**src/shared/passthru_pkg.sv**
```systemverilog
// Constants and carrier types for the add-on side of the passive pass-through port
package passthru_pkg;

  localparam int          DATA_W       = 32;
  localparam int          BE_W         = 4;
  localparam int          REGION_W     = 2;
  localparam int          PHASE_CNT_W  = 8;
  localparam int          REG_ADDR_W   = 5;
  localparam logic [7:0]  OFF_PASS_DATA = 8'h2c;
  localparam logic [31:0] ADDR_STEP    = 32'h4;
  localparam logic [3:0]  BE_ALL_VALID = 4'h0;
  localparam logic [3:0]  BE_NONE      = 4'hf;

  typedef struct packed {
    logic [DATA_W-1:0]      addr;
    logic                   write;
    logic [REGION_W-1:0]    region;
    logic [PHASE_CNT_W-1:0] phases;
  } pass_req_t;

  typedef struct packed {
    logic [BE_W-1:0]   be_n;
    logic [DATA_W-1:0] data;
  } phase_t;

  typedef struct packed {
    logic                  select_n;
    logic [REG_ADDR_W-1:0] reg_addr;
    logic [BE_W-1:0]       local_byte_enable_n;
    logic                  rd_n;
    logic                  wr_n;
    logic                  pass_address_read_n;
    logic                  pass_phase_ready_n;
  } addon_bus_t;

  typedef struct packed {
    logic                pass_attention_n;
    logic                pass_multi_phase_n;
    logic [REGION_W-1:0] pass_region_id;
    logic                pass_direction_write;
    logic [BE_W-1:0]     pass_byte_valid_n;
  } pass_status_t;

endpackage

```
**src/design/passthru_passive_addon_port.sv**
```systemverilog
// Add-on side of the passive pass-through port: status, data port, phase FIFO
`timescale 1ns/1ps
module passthru_passive_addon_port
#(
  parameter int DEPTH = 8
)
(
  input  wire logic                      clk_i,
  input  wire logic                      srst_i,
  input  wire logic                      post_en_i,
  input  wire passthru_pkg::pass_req_t   req_i,
  input  wire logic                      req_valid_i,
  output logic                           req_ready_o,
  input  wire passthru_pkg::phase_t      phase_i,
  input  wire logic                      phase_valid_i,
  output logic                           phase_ready_o,
  output passthru_pkg::phase_t           rdata_o,
  output logic                           rdata_valid_o,
  input  wire passthru_pkg::addon_bus_t  bus_i,
  input  wire logic [31:0]               dq_i,
  output logic [31:0]                    dq_o,
  output logic                           dq_oe_o,
  output passthru_pkg::pass_status_t     status_o,
  output logic [31:0]                    pass_address_holder_o
);
  import passthru_pkg::*;

  localparam int PTR_W = (DEPTH > 1) ? $clog2(DEPTH) : 1;
  localparam int CNT_W = $clog2(DEPTH + 1);
  localparam logic [CNT_W-1:0] FULL_CNT = CNT_W'(DEPTH);
  localparam logic [REG_ADDR_W-1:0] DATA_IDX = OFF_PASS_DATA[6:2];

  typedef enum logic [1:0] {ST_IDLE, ST_ACTIVE, ST_DONE} phase_state_t;

  typedef struct packed {
    phase_state_t           st;
    pass_status_t           status;
    logic [31:0]            addr;
    logic [PHASE_CNT_W-1:0] remain;
    logic [31:0]            dq;
    logic                   dq_oe;
    phase_t                 rdata;
    logic                   rvalid;
    logic                   req_rdy;
    logic                   ph_rdy;
    logic [DEPTH-1:0][BE_W+DATA_W-1:0] mem;
    logic [PTR_W-1:0]       wptr;
    logic [PTR_W-1:0]       rptr;
    logic [CNT_W-1:0]       cnt;
  } st_t;

  localparam st_t ST_RESET = '{
    st:      ST_IDLE,
    status:  '{pass_attention_n: 1'b1, pass_multi_phase_n: 1'b1,
               pass_region_id: '0, pass_direction_write: 1'b0,
               pass_byte_valid_n: BE_NONE},
    default: '0
  };

  st_t s_reg;
  st_t s_next;

  logic                   rd_hit;
  logic                   wr_hit;
  logic                   ready;
  logic                   push;
  logic                   pop;
  logic                   start;
  logic [PHASE_CNT_W-1:0] req_len;
  logic [PTR_W-1:0]       rptr_inc;
  logic [PTR_W-1:0]       wptr_inc;
  phase_t                 head;
  phase_t                 next_head;
  logic [31:0]            byte_mask;

  always_comb
  begin
    rd_hit    = !bus_i.select_n && bus_i.reg_addr == DATA_IDX && !bus_i.rd_n;
    wr_hit    = !bus_i.select_n && bus_i.reg_addr == DATA_IDX && !bus_i.wr_n;
    ready     = s_reg.st == ST_ACTIVE && !bus_i.pass_phase_ready_n;
    rptr_inc  = (s_reg.rptr == PTR_W'(DEPTH - 1)) ? '0 : s_reg.rptr + 1'b1;
    wptr_inc  = (s_reg.wptr == PTR_W'(DEPTH - 1)) ? '0 : s_reg.wptr + 1'b1;
    head      = s_reg.mem[s_reg.rptr];
    next_head = s_reg.mem[rptr_inc];
    push      = phase_valid_i && s_reg.ph_rdy;
    start     = req_valid_i && s_reg.req_rdy;
    // Write accesses drain on the data-port read, read accesses on ready
    pop = s_reg.st == ST_ACTIVE && s_reg.cnt != '0 &&
          (s_reg.status.pass_direction_write ? rd_hit : ready);
    req_len = (req_i.phases == '0) ? PHASE_CNT_W'(1) : req_i.phases;
    if (req_i.write && !post_en_i)
    begin
      req_len = PHASE_CNT_W'(1);
    end
    for (int b = 0; b < BE_W; b++)
    begin
      byte_mask[b*8 +: 8] = {8{!bus_i.local_byte_enable_n[b]}};
    end

    s_next = s_reg;

    // Pipelined data-port read
    s_next.dq_oe = rd_hit;
    if (rd_hit)
    begin
      s_next.dq = head.data;
    end

    // Add-on writes land in the read FIFO toward PCI
    s_next.rvalid = wr_hit;
    if (wr_hit)
    begin
      s_next.rdata.data = dq_i & byte_mask;
      s_next.rdata.be_n = bus_i.local_byte_enable_n;
    end

    if (push)
    begin
      s_next.mem[s_reg.wptr] = phase_i;
      s_next.wptr = wptr_inc;
    end
    if (pop)
    begin
      s_next.rptr = rptr_inc;
    end
    s_next.cnt = s_reg.cnt + CNT_W'(push) - CNT_W'(pop);

    case (s_reg.st)
      ST_IDLE:
      begin
        if (start)
        begin
          s_next.st     = ST_ACTIVE;
          s_next.addr   = req_i.addr;
          s_next.remain = req_len;
          s_next.status.pass_attention_n     = 1'b0;
          s_next.status.pass_region_id       = req_i.region;
          s_next.status.pass_direction_write = req_i.write;
          s_next.status.pass_multi_phase_n   = !(req_len > PHASE_CNT_W'(1));
          s_next.status.pass_byte_valid_n    = head.be_n;
        end
      end
      ST_ACTIVE:
      begin
        if (pop)
        begin
          s_next.status.pass_byte_valid_n = next_head.be_n;
        end
        if (ready)
        begin
          s_next.remain = s_reg.remain - 1'b1;
          s_next.status.pass_multi_phase_n =
            !(s_reg.remain > PHASE_CNT_W'(2));
          if (s_reg.status.pass_direction_write && s_reg.remain > PHASE_CNT_W'(1))
          begin
            s_next.addr = s_reg.addr + ADDR_STEP;
          end
          if (s_reg.remain <= PHASE_CNT_W'(1))
          begin
            s_next.status.pass_attention_n = 1'b1;
            s_next.st = ST_DONE;
          end
        end
      end
      ST_DONE:
      begin
        s_next.st = ST_IDLE;
      end
      default:
      begin
        s_next.st = ST_IDLE;
      end
    endcase

    s_next.req_rdy = s_next.st == ST_IDLE && s_next.cnt != '0;
    // Without posting a single location is taken until the add-on drains it and the access has returned to idle
    s_next.ph_rdy = s_next.cnt < FULL_CNT &&
                    (post_en_i || (s_next.cnt == '0 && s_next.st == ST_IDLE));
  end

  always_ff @(posedge clk_i)
  begin
    if (srst_i)
    begin
      s_reg <= ST_RESET;
    end
    else
    begin
      s_reg <= s_next;
    end
  end

  assign status_o              = s_reg.status;
  assign req_ready_o           = s_reg.req_rdy;
  assign phase_ready_o         = s_reg.ph_rdy;
  assign rdata_o               = s_reg.rdata;
  assign rdata_valid_o         = s_reg.rvalid;
  assign pass_address_holder_o = s_reg.addr;
  // Address read is unpipelined, so it bypasses the output register
  assign dq_o    = !bus_i.pass_address_read_n ? s_reg.addr : s_reg.dq;
  assign dq_oe_o = s_reg.dq_oe || !bus_i.pass_address_read_n;

  a_addr_store: assert property (@(posedge clk_i) disable iff (srst_i)
    start |=> pass_address_holder_o == $past(req_i.addr))
    else $error("held address not stored at access start");

  a_status_next: assert property (@(posedge clk_i) disable iff (srst_i)
    start |=> !status_o.pass_attention_n
              && status_o.pass_region_id == $past(req_i.region)
              && status_o.pass_direction_write == $past(req_i.write))
    else $error("status not presented on edge after start");

  a_multi_flag: assert property (@(posedge clk_i) disable iff (srst_i)
    s_reg.st == ST_ACTIVE |->
      status_o.pass_multi_phase_n == !(s_reg.remain > PHASE_CNT_W'(1)))
    else $error("multi-phase flag disagrees with phases left");

  a_post_single: assert property (@(posedge clk_i) disable iff (srst_i)
    start && req_i.write && !post_en_i |=> status_o.pass_multi_phase_n [*2])
    else $error("multi-phase asserted with posting off");

  a_final_end: assert property (@(posedge clk_i) disable iff (srst_i)
    ready && s_reg.remain == PHASE_CNT_W'(1) |=> status_o.pass_attention_n ##1 req_ready_o
      || s_reg.cnt == '0)
    else $error("attention not dropped after final ready");

  a_wait_hold: assert property (@(posedge clk_i) disable iff (srst_i)
    s_reg.st == ST_ACTIVE && bus_i.pass_phase_ready_n |=>
      !status_o.pass_attention_n && s_reg.remain == $past(s_reg.remain))
    else $error("phase ended without ready");

  a_read_drive: assert property (@(posedge clk_i) disable iff (srst_i)
    rd_hit |=> s_reg.dq_oe && s_reg.dq == $past(head.data))
    else $error("data port not driven one clock after read strobe");

  a_write_capture: assert property (@(posedge clk_i) disable iff (srst_i)
    wr_hit |=> rdata_valid_o && rdata_o.data == ($past(dq_i) & $past(byte_mask)))
    else $error("data bus not captured after write strobe");

  a_addr_step: assert property (@(posedge clk_i) disable iff (srst_i)
    ready && s_reg.status.pass_direction_write && s_reg.remain > PHASE_CNT_W'(1)
      |=> pass_address_holder_o == $past(pass_address_holder_o) + ADDR_STEP)
    else $error("held address not advanced in write burst");

  a_reset_quiet: assert property (@(posedge clk_i)
    srst_i |=> status_o.pass_attention_n && !s_reg.dq_oe)
    else $error("reset left attention or data bus active");

  a_addr_bypass: assert property (@(posedge clk_i) disable iff (srst_i)
    !bus_i.pass_address_read_n |-> dq_oe_o && dq_o == pass_address_holder_o)
    else $error("held address not on data bus during address read");

  a_region_hold: assert property (@(posedge clk_i) disable iff (srst_i)
    s_reg.st == ST_ACTIVE |=>
      status_o.pass_region_id == $past(status_o.pass_region_id))
    else $error("region identifier changed during access");

  a_dir_hold: assert property (@(posedge clk_i) disable iff (srst_i)
    s_reg.st == ST_ACTIVE |=>
      status_o.pass_direction_write == $past(status_o.pass_direction_write))
    else $error("direction changed during access");

  a_byte_hold: assert property (@(posedge clk_i) disable iff (srst_i)
    s_reg.st == ST_ACTIVE && !pop |=>
      status_o.pass_byte_valid_n == $past(status_o.pass_byte_valid_n))
    else $error("byte-valid outputs moved without a transfer");

  a_byte_advance: assert property (@(posedge clk_i) disable iff (srst_i)
    pop |=> status_o.pass_byte_valid_n == $past(next_head.be_n))
    else $error("byte-valid outputs not advanced to next phase");

  a_done_idle: assert property (@(posedge clk_i) disable iff (srst_i)
    s_reg.st == ST_DONE |=> s_reg.st == ST_IDLE && status_o.pass_attention_n)
    else $error("access not closed one clock after attention dropped");

  a_busy_refuse: assert property (@(posedge clk_i) disable iff (srst_i)
    s_reg.st != ST_IDLE |-> !req_ready_o)
    else $error("new access offered while one is pending");

  a_idle_quiet: assert property (@(posedge clk_i) disable iff (srst_i)
    s_reg.st == ST_IDLE |-> status_o.pass_attention_n)
    else $error("attention asserted with no access pending");

  a_bus_release: assert property (@(posedge clk_i) disable iff (srst_i)
    !rd_hit |=> !s_reg.dq_oe)
    else $error("data port still driven after read strobe released");

  a_write_quiet: assert property (@(posedge clk_i) disable iff (srst_i)
    !wr_hit |=> !rdata_valid_o)
    else $error("word captured without write strobe");

  a_fifo_step: assert property (@(posedge clk_i) disable iff (srst_i)
    push && !pop |=> s_reg.cnt == $past(s_reg.cnt) + 1'b1)
    else $error("phase not counted into the buffer");

  a_post_refuse: assert property (@(posedge clk_i) disable iff (srst_i)
    push && !post_en_i |=> !phase_ready_o)
    else $error("second location offered with posting off");

  a_phase_count: assert property (@(posedge clk_i) disable iff (srst_i)
    ready |=> s_reg.remain == $past(s_reg.remain) - 1'b1)
    else $error("phase count not stepped on ready");

endmodule

```
**config.mk**
```make
export PLATFORM = sky130hd
export DESIGN_NAME = passthru_passive_addon_port
export DESIGN_NICKNAME = d
export VERILOG_FILES = /design/src/shared/passthru_pkg.sv /design/src/design/passthru_passive_addon_port.sv
export SDC_FILE = /design/constraint.sdc
export NUM_CORES = 1
export LEC_CHECK = 0
export ABC_AREA = 1
export BUFFER_PORTS_ARGS = -buffer_cell sky130_fd_sc_hd__buf_2
export CAP_MARGIN = 20
export CORE_MARGIN = 1.5
export CORE_UTILIZATION = 50
export CTS_CLUSTER_DIAMETER = 40
export DETAILED_ROUTE_END_ITERATION = 8
export GPL_ROUTABILITY_DRIVEN = 0
export MAX_ROUTING_LAYER = met4
export PLACE_DENSITY = 0.7
export SETUP_SLACK_MARGIN = 0.2
export SLEW_MARGIN = 0
export SYNTH_ARGS = -nofsm -noshare
export SYNTH_HDL_FRONTEND = slang
export SYNTH_SLANG_ARGS = --single-unit
```
**constraint.sdc**
```tcl
create_clock -name clk_i -period 3.1 [get_ports clk_i]
set_input_delay 0.155 -clock clk_i [delete_from_list [all_inputs] [get_ports clk_i]]
set_output_delay 0.155 -clock clk_i [all_outputs]
set_load 0.02 [all_outputs]
```
==> summary.md, run 1 <==
| Metric | Value |
|---|---|
| Status | `complete, no violations` |
| Clock Path Buffers | `3` |
| Initial antenna violation count | `4` |
| NetSw | `0.00471 W` |
| Top post-synthesis cells by area | `dfxtp_1 42%, o21ai_0 12%, nor2_1 9.5%, a21oi_1 7.8%, nand2_1 7.1%` |
| Fmax | `0.379 GHz` |
| Utilization after layout | `0.608` |
| CTS tree | `done` |
| Int Power | `0.0108 W` |
| Max Slew Vio Count | `0` |
| Drt wl/cell | `17.4 µm` |
| CTS H-tree depth | `2` |
| Synth cell types | `42` |
| Top cells by count, synth | `508 x nor2_1, 488 x o21ai_0, 421 x dfxtp_1` |
| Crit path capture | `phase_ready_o` |
| Post-synthesis register bit count | `between 400 and 500` |
| Setup violations, final | `0` |
| Reg2reg end | `phase_ready_o` |
| Largest area contributor in the netlist | `dfxtp_1` |
| Synth-to-Final Area Change | `20.5%` |
| Vias post-DR | `20400` |
| Fraction of layout cells with a size suffix above 1 | `0.135` |
| Worst slew margin | `0.342` |
| CP max-delay cell | `fa_1` |
| Total GRT Usage | `0.309` |
| Tmin final | `2.64 ns` |
| HP Class | `in2reg` |
| Worst path cell trace | `inv_2 > nand2_4 > nor2_4 > nor2_1 > nor2_1 > nand2_2 > inv_1 > ha_1 > inv_1 > ha_1 > fa_1 > xor2_1 > nor3_2 > nand4_1 > a21oi_1` |
| Startpoint Class | `flip-flop` |
| Final Cycle Share | `0.852` |
| Post-synthesis sequential area ratio | `0.421` |
| Mapped Nets | `3055` |
| Pwr Total | `0.0155 W` |
| Synthesis warning total | `0` |
| Worst reg2reg startpoint | `s_reg[420]` |
| Worst slack at placement | `0.189 ns` |
| DRT Pass-1 Iters | `5` |
| Post-synth ARST share | `0` |
| Yosys top cell area share | `0.421` |
| Total Nets Final | `3250` |
| Critical path type | `reg2reg` |
| Gr ovfl total | `0` |
| DRT iter0 DRCs | `between 2000 and 2500` |
| Die extent in y | `203 µm` |
| Clk pwr share | `0.422` |
| Count leader, synth | `nor2_1` |
| Port bufs | `242` |
| Clk Latency, worst-skew pair | `0.60 ns` |
| Top FF cell, synth | `dfxtp_1` |
| Mean Syn Cell Area | `approximately 7 µm²` |
| Max-Cap Viols | `0` |
| CTS Buf Count | `53` |
| Worst-Margin Slew | `0.985 ns` |
| Switching Fraction | `0.304` |
| Final TNS setup | `0 ns` |
| Global-route wire length before repair | `100000 µm` |
| Io pins | `243` |
| Post-synth EDFFs | `0` |
| CTS Sinks | `about 420` |
| DRT antenna net count | `0` |
| Crit path DAT | `3.17 ns` |
| Crit-path max FO | `9` |
| Unrepaired setup endpoints after global routing | `no` |
| Req. time, crit path | `3.63 ns` |
| Post-DP HPWL | `38500 µm` |
| Final WS setup | `0.460 ns` |
| Gate power share | `0.189` |
| Die area | `41200 µm²` |
| Crit. End Element | `flip-flop` |
| Clock Skews | `roughly 0.023 ns` |
| Via density | `between 5 and 6` |
| Vias in the first global route | `18900` |
| Cell count after synthesis | `about 2900` |
| FF-to-FF path depth | `15` |
| Post-Syn Area | `20000 µm²` |
| Clock-pin slew of the registers on the worst-case setup and hold paths | `0.06 ns` |
| Max reg flops | `341` |
| DRC violations left | `0` |
| Worst setup startpoint | `s_reg[420]` |
| R2R Setup Slk | `0.46 ns` |
| Largest net degree at the start of global routing | `180` |
| Num rows | `73` |
| Final Hold Vio Count | `0` |
| Worst VDD drop | `0.362 mV` |
| Power share of the sequential group | `0.389` |
| Crit path largest cell delay | `0.41 ns` |
| Root Buffer | `clkbuf_16` |
| Initial Util | `0.505` |
| WL final | `about 64000 µm` |
| Pwr/cell area | `roughly 640 nW/µm²` |
| LEAKAGE | `9.85 nW` |
| Core area | `39600 µm²` |
| Die X | `203 µm` |
## cell families after synthesis
| kind of cell | after synthesis | share of synthesized area |
|---|---|---|
| and+or+nand+nor | 1054 | 0.213 |
| AOI/OAI and AO/OA | 905 | 0.238 |
| buffers and inverters | 512 | 0.116 |
| DFF | 421 | 0.421 |
| adders and majority gates | 14 | 0.00913 |
| xor gates and xnor gates | 3 | 0.00131 |
| muxes | 2 | 0.00113 |
## cells in the final DEF, fill, tap and decap left out, drive strengths merged, types with 4 or more instances in the layout
cell type and n:
clkinvlp 8, clkbuf 70, nand3 131, clkinv 7, dfxtp 421, a21oi 320, nor3 4, ha 13
nand2 384, o211ai 41, o21ai 504, buf 273, bufinv 9, o31ai 31, nand4 4, dlygate4sd3 138
nor2 527, diode 4, inv 245
## power groups by stage
| stage | Sequential, W | Clock, W | Combinational [W] |
|---|---|---|---|
| floorplan | 0.00606 | 0 | 0.00200 |
| global placement | 0.00612 | 0 | 0.00267 |
| detailed placement | 0.00614 | 0 | 0.00274 |
| CTS | 0.00602 | 0.00660 | 0.00289 |
| global route | 0.00607 | 0.00686 | 0.00321 |
| finish | 0.00604 | 0.00654 | 0.00294 |
## cell type report
cell class                      instances  area [µm²]
Clock buffer                           70        1450
Fill cell                            3580       15500
Tap cell                              525         657
Timing Repair Buffer                  411        2940
Sequential cell                       421        8440
Antenna cell                            4        10.0
Multi-Input combinational cell       1978        9290
Clock inverter                         28         419
Inverter                              241         912
## critical path: cells and delay by family (launching register included)
kind	cells	cell delay [ns]
adders and majority gates	3	0.89
and+or+nand+nor	7	0.76
DFF	1	0.39
xor gates and xnor gates	1	0.20
buffers and inverters	3	0.17
AOI/OAI and AO/OA	1	0.13
## worst min path at each step
stage                startpoint                        end  slack, ns  cells past startpoint
floorplan           phase_i[18]                 s_reg[100]       0.29                      2
global placement       req_i[9]                status_o[6]       0.39                      3
detailed placement     req_i[9]                status_o[6]       0.41                      3
CTS                   req_i[37]  pass_address_holder_o[26]      0.008                      5
global route          req_i[37]  pass_address_holder_o[26]       0.03                      5
finish                req_i[37]  pass_address_holder_o[26]       0.02                      5
## layer usage
metal  global-route usage  share of wire
met3               0.0536          0.082
met1                0.382           0.41
met2                0.497           0.46
met4                0.134          0.039
met5                    -              0
## metrics by stage
stage / std cells / area [µm²] / hold slack [ns]
finish: 3678 / 24100 / 0.0190
global placement: 3437 / 20800 / 0.392
global route: 3678 / 24100 / 0.0289
floorplan: 2911 / 20000 / 0.290
detailed placement: 3437 / 20800 / 0.405
CTS: 3673 / 24100 / 0.00791
## repair_timing
action | 4_1_cts | 5_1_grt
resized for setup | 1 | 2
pin swaps | 0 | 1
hold buffers | 138 | 0
buffers inserted | 0 | 1
hold endpoints to repair | 367 | 0
endpoints found under the setup margin | 2 | 2
No activity file was read; power rests on OpenSTA's default activity.
==> run 2: changes to the inputs <==
--- a/config.mk
+++ b/config.mk
@@ -8,6 +8,7 @@
 export ABC_AREA = 1
 export BUFFER_PORTS_ARGS = -buffer_cell sky130_fd_sc_hd__buf_2
 export CAP_MARGIN = 20
+export CORE_ASPECT_RATIO = 0.5
 export CORE_MARGIN = 1.5
 export CORE_UTILIZATION = 50
 export CTS_CLUSTER_DIAMETER = 40
==> run 2 against run 1 <==
  * Clock skew hardly changed
  * Sequential share of layout area grew 1.0 points
  * Worst setup slack worse by 0.091 ns
  * Clock power decreased by 22%
  * Register-to-register slack worse by 0.09 ns
  * Via count shrank 2.0%
  * Largest power group is now sequential cells
==> summary.md, run 2 (synthesis gave the netlist of run 1 again) <==
| Metric | Value |
|---|---|
| DRT antenna net count | `0` |
| Multi-input gate area | `9290 µm²` |
| Synth-to-Final Area Change | `17.2%` |
| Worst path cell trace | `nand2_4 > nor2_4 > nor2_1 > nor2_1 > nand2_2 > inv_1 > ha_1 > inv_1 > ha_1 > fa_1 > nor3_2 > nand4_1 > a21oi_1` |
| Io pins | `243` |
| Worst-Margin Slew | `0.869 ns` |
| Max Slew Vio Count | `0` |
| Drt wl/cell | `about 17 µm` |
| Cell Area, Placed | `20900 µm²` |
| Fraction of layout cells with a size suffix above 1 | `0.132` |
| Crit path largest cell delay | `~0.46 ns` |
| CTS H-tree depth | `2` |
| Global-route wire length before repair | `95800 µm` |
| DRC violations left | `0` |
| Worst VDD drop | `between 0.4 and 0.5 mV` |
| DRT iter0 DRCs | `2015` |
| Req. time, crit path | `3.57 ns` |
| HP Class | `in2reg` |
| Initial Util | `0.511` |
| Fillers | `3607` |
| Post-DP HPWL | `37700 µm` |
| Final TNS setup | `0 ns` |
| Status | `complete, no violations` |
| DRT Pass-1 Iters | `6` |
| CTS tree | `done` |
| Startpoint Class | `flip-flop` |
| WL final | `just over 60000 µm` |
| Final WS setup | `0.369 ns` |
| Core area | `39200 µm²` |
| Die extent in y | `about 140 µm` |
| Fmax | `0.366 GHz` |
| Unrepaired setup endpoints after global routing | `no` |
| Metal1 wirelength | `28000 µm` |
| Num rows | `51` |
| Top sig layer | `met4` |
| Initial antenna violation count | `1` |
| Root Buffer | `clkbuf_16` |
| Tmin final | `2.73 ns` |
| Total GRT Usage | `0.297` |
| Clk Latency, worst-skew pair | `~0.56 ns` |
| CP max-delay cell | `fa_1` |
| Max-Cap Viols | `0` |
| Critical path type | `reg2reg` |
| Die area | `41300 µm²` |
| Clock Path Buffers | `3` |
| CP delay by family, top | `simple AND/OR/NAND/NOR gates` |
| Port bufs | `242` |
| Crit path DAT | `approximately 3.2 ns` |
| Clock-pin slew of the registers on the worst-case setup and hold paths | `about 0.06 ns` |
| LEAKAGE | `around 9.6 nW` |
| Worst slack at placement | `0.334 ns` |
| Final Cell Area | `~23000 µm²` |
| Final Hold Vio Count | `0` |
| Register area | `8440 µm²` |
| Gr ovfl total | `0` |
| Post CTS Setup Buffer Count | `0` |
| Pwr/cell area | `between 500 and 600 nW/µm²` |
| CTS Sinks | `421` |
| Crit-path max FO | `10` |
| Most common cell after layout, fill and taps aside | `nor2_1` |
| Total Nets Final | `3231` |
| Met2 WL | `approximately 27000 µm` |
| Crit. End Element | `flip-flop` |
| Setup violations, final | `0` |
| Vias post-DR | `roughly 20000` |
| Die X | `286 µm` |
| WP buf/inv | `2` |
| Final Cycle Share | `0.881` |
| Vias in the first global route | `about 18000` |
| Ant. Diodes | `0` |
| Clock Skews | `0.0229 ns` |
| Largest net degree at the start of global routing | `146` |
| Max reg flops | `341` |
| Worst slew margin | `0.421` |
| CTS Buf Count | `between 40 and 50` |
| Via density | `5.48` |
| DR WL met3 | `5010 µm` |
| Most frequent cells in the layout | `502 x nor2_1, 488 x o21ai_0, 418 x dfxtp_1, 376 x nand2_1, 310 x a21oi_1` |
[run 2: changes by cell type in the layout (fill, tap and decap cells not counted), sizes merged]
cell,previous run,this run
clkinvlp,8,2
bufinv,9,2
clkinv,7,13
buf,273,282
diode,4,0
inv,245,244
clkbuf,70,56
dlygate4sd3,138,121
[run 2: path summary, 6_finish.rpt]
kind,from,to,slack (ns),cells past startpoint
hold reg to reg,s_reg[291],s_reg[291],0.45,2
hold / removal,req_i[41],pass_address_holder_o[30],0.02,5
setup reg to reg,s_reg[419],phase_ready_o,0.37,13
setup / recovery,s_reg[419],phase_ready_o,0.37,13
[run 2: per-layer routing]
metal,vias up,GRT usage
met5,-,-
met3,106,0.0479
li1,9832,-
met1,9293,0.405
met4,0,0.0819
met2,753,0.456
[run 2: area by class of cell]
type	count	area share
clock buffers	56	0.0497
multi-input cells	1978	0.396
inverters	241	0.0389
clock inverters	20	0.00758
well taps	530	0.0283
flip-flops and latches	421	0.360
repair buffers	403	0.119
[run 2: through the flow]
| step | total power [W] | utilization | instances | hold WS [ns] |
|---|---|---|---|---|
| 2_1_floorplan | 0.00806 | - | 2911 | 0.290 |
| 3_3_place_gp | 0.00881 | 0.533 | 3452 | 0.377 |
| 3_5_place_dp | 0.00886 | 0.533 | 3452 | 0.386 |
| 4_1_cts | 0.0140 | 0.598 | 3649 | 0.00325 |
| 5_1_grt | 0.0147 | 0.598 | 3649 | 0.0276 |
| 6_report | 0.0140 | 0.598 | 3649 | 0.0201 |
[run 2: power breakdown]
part           total, W  internal, W  switching, W  leakage [nW]
sequential      0.00602      0.00576      0.000259          3.40
clock           0.00507      0.00284       0.00223         0.660
combinational   0.00292     0.000963       0.00196          5.55
total            0.0140      0.00955       0.00445          9.62
[run 2: worst register-to-register path, delay by kind of cell, from the launching register on]
kind	cells	cell delay [ns]
and+or+nand+nor	7	1.02
adders and majority gates	3	0.87
DFF	1	0.44
buffers and inverters	2	0.19
AOI/OAI and AO/OA	1	0.14
[run 2: what timing repair did]
action | in CTS | in global routing
endpoints found under the hold margin | 328 | 0
hold buffers | 121 | 0
endpoints found under the setup margin | 0 | 2
gates resized for setup | 0 | 2
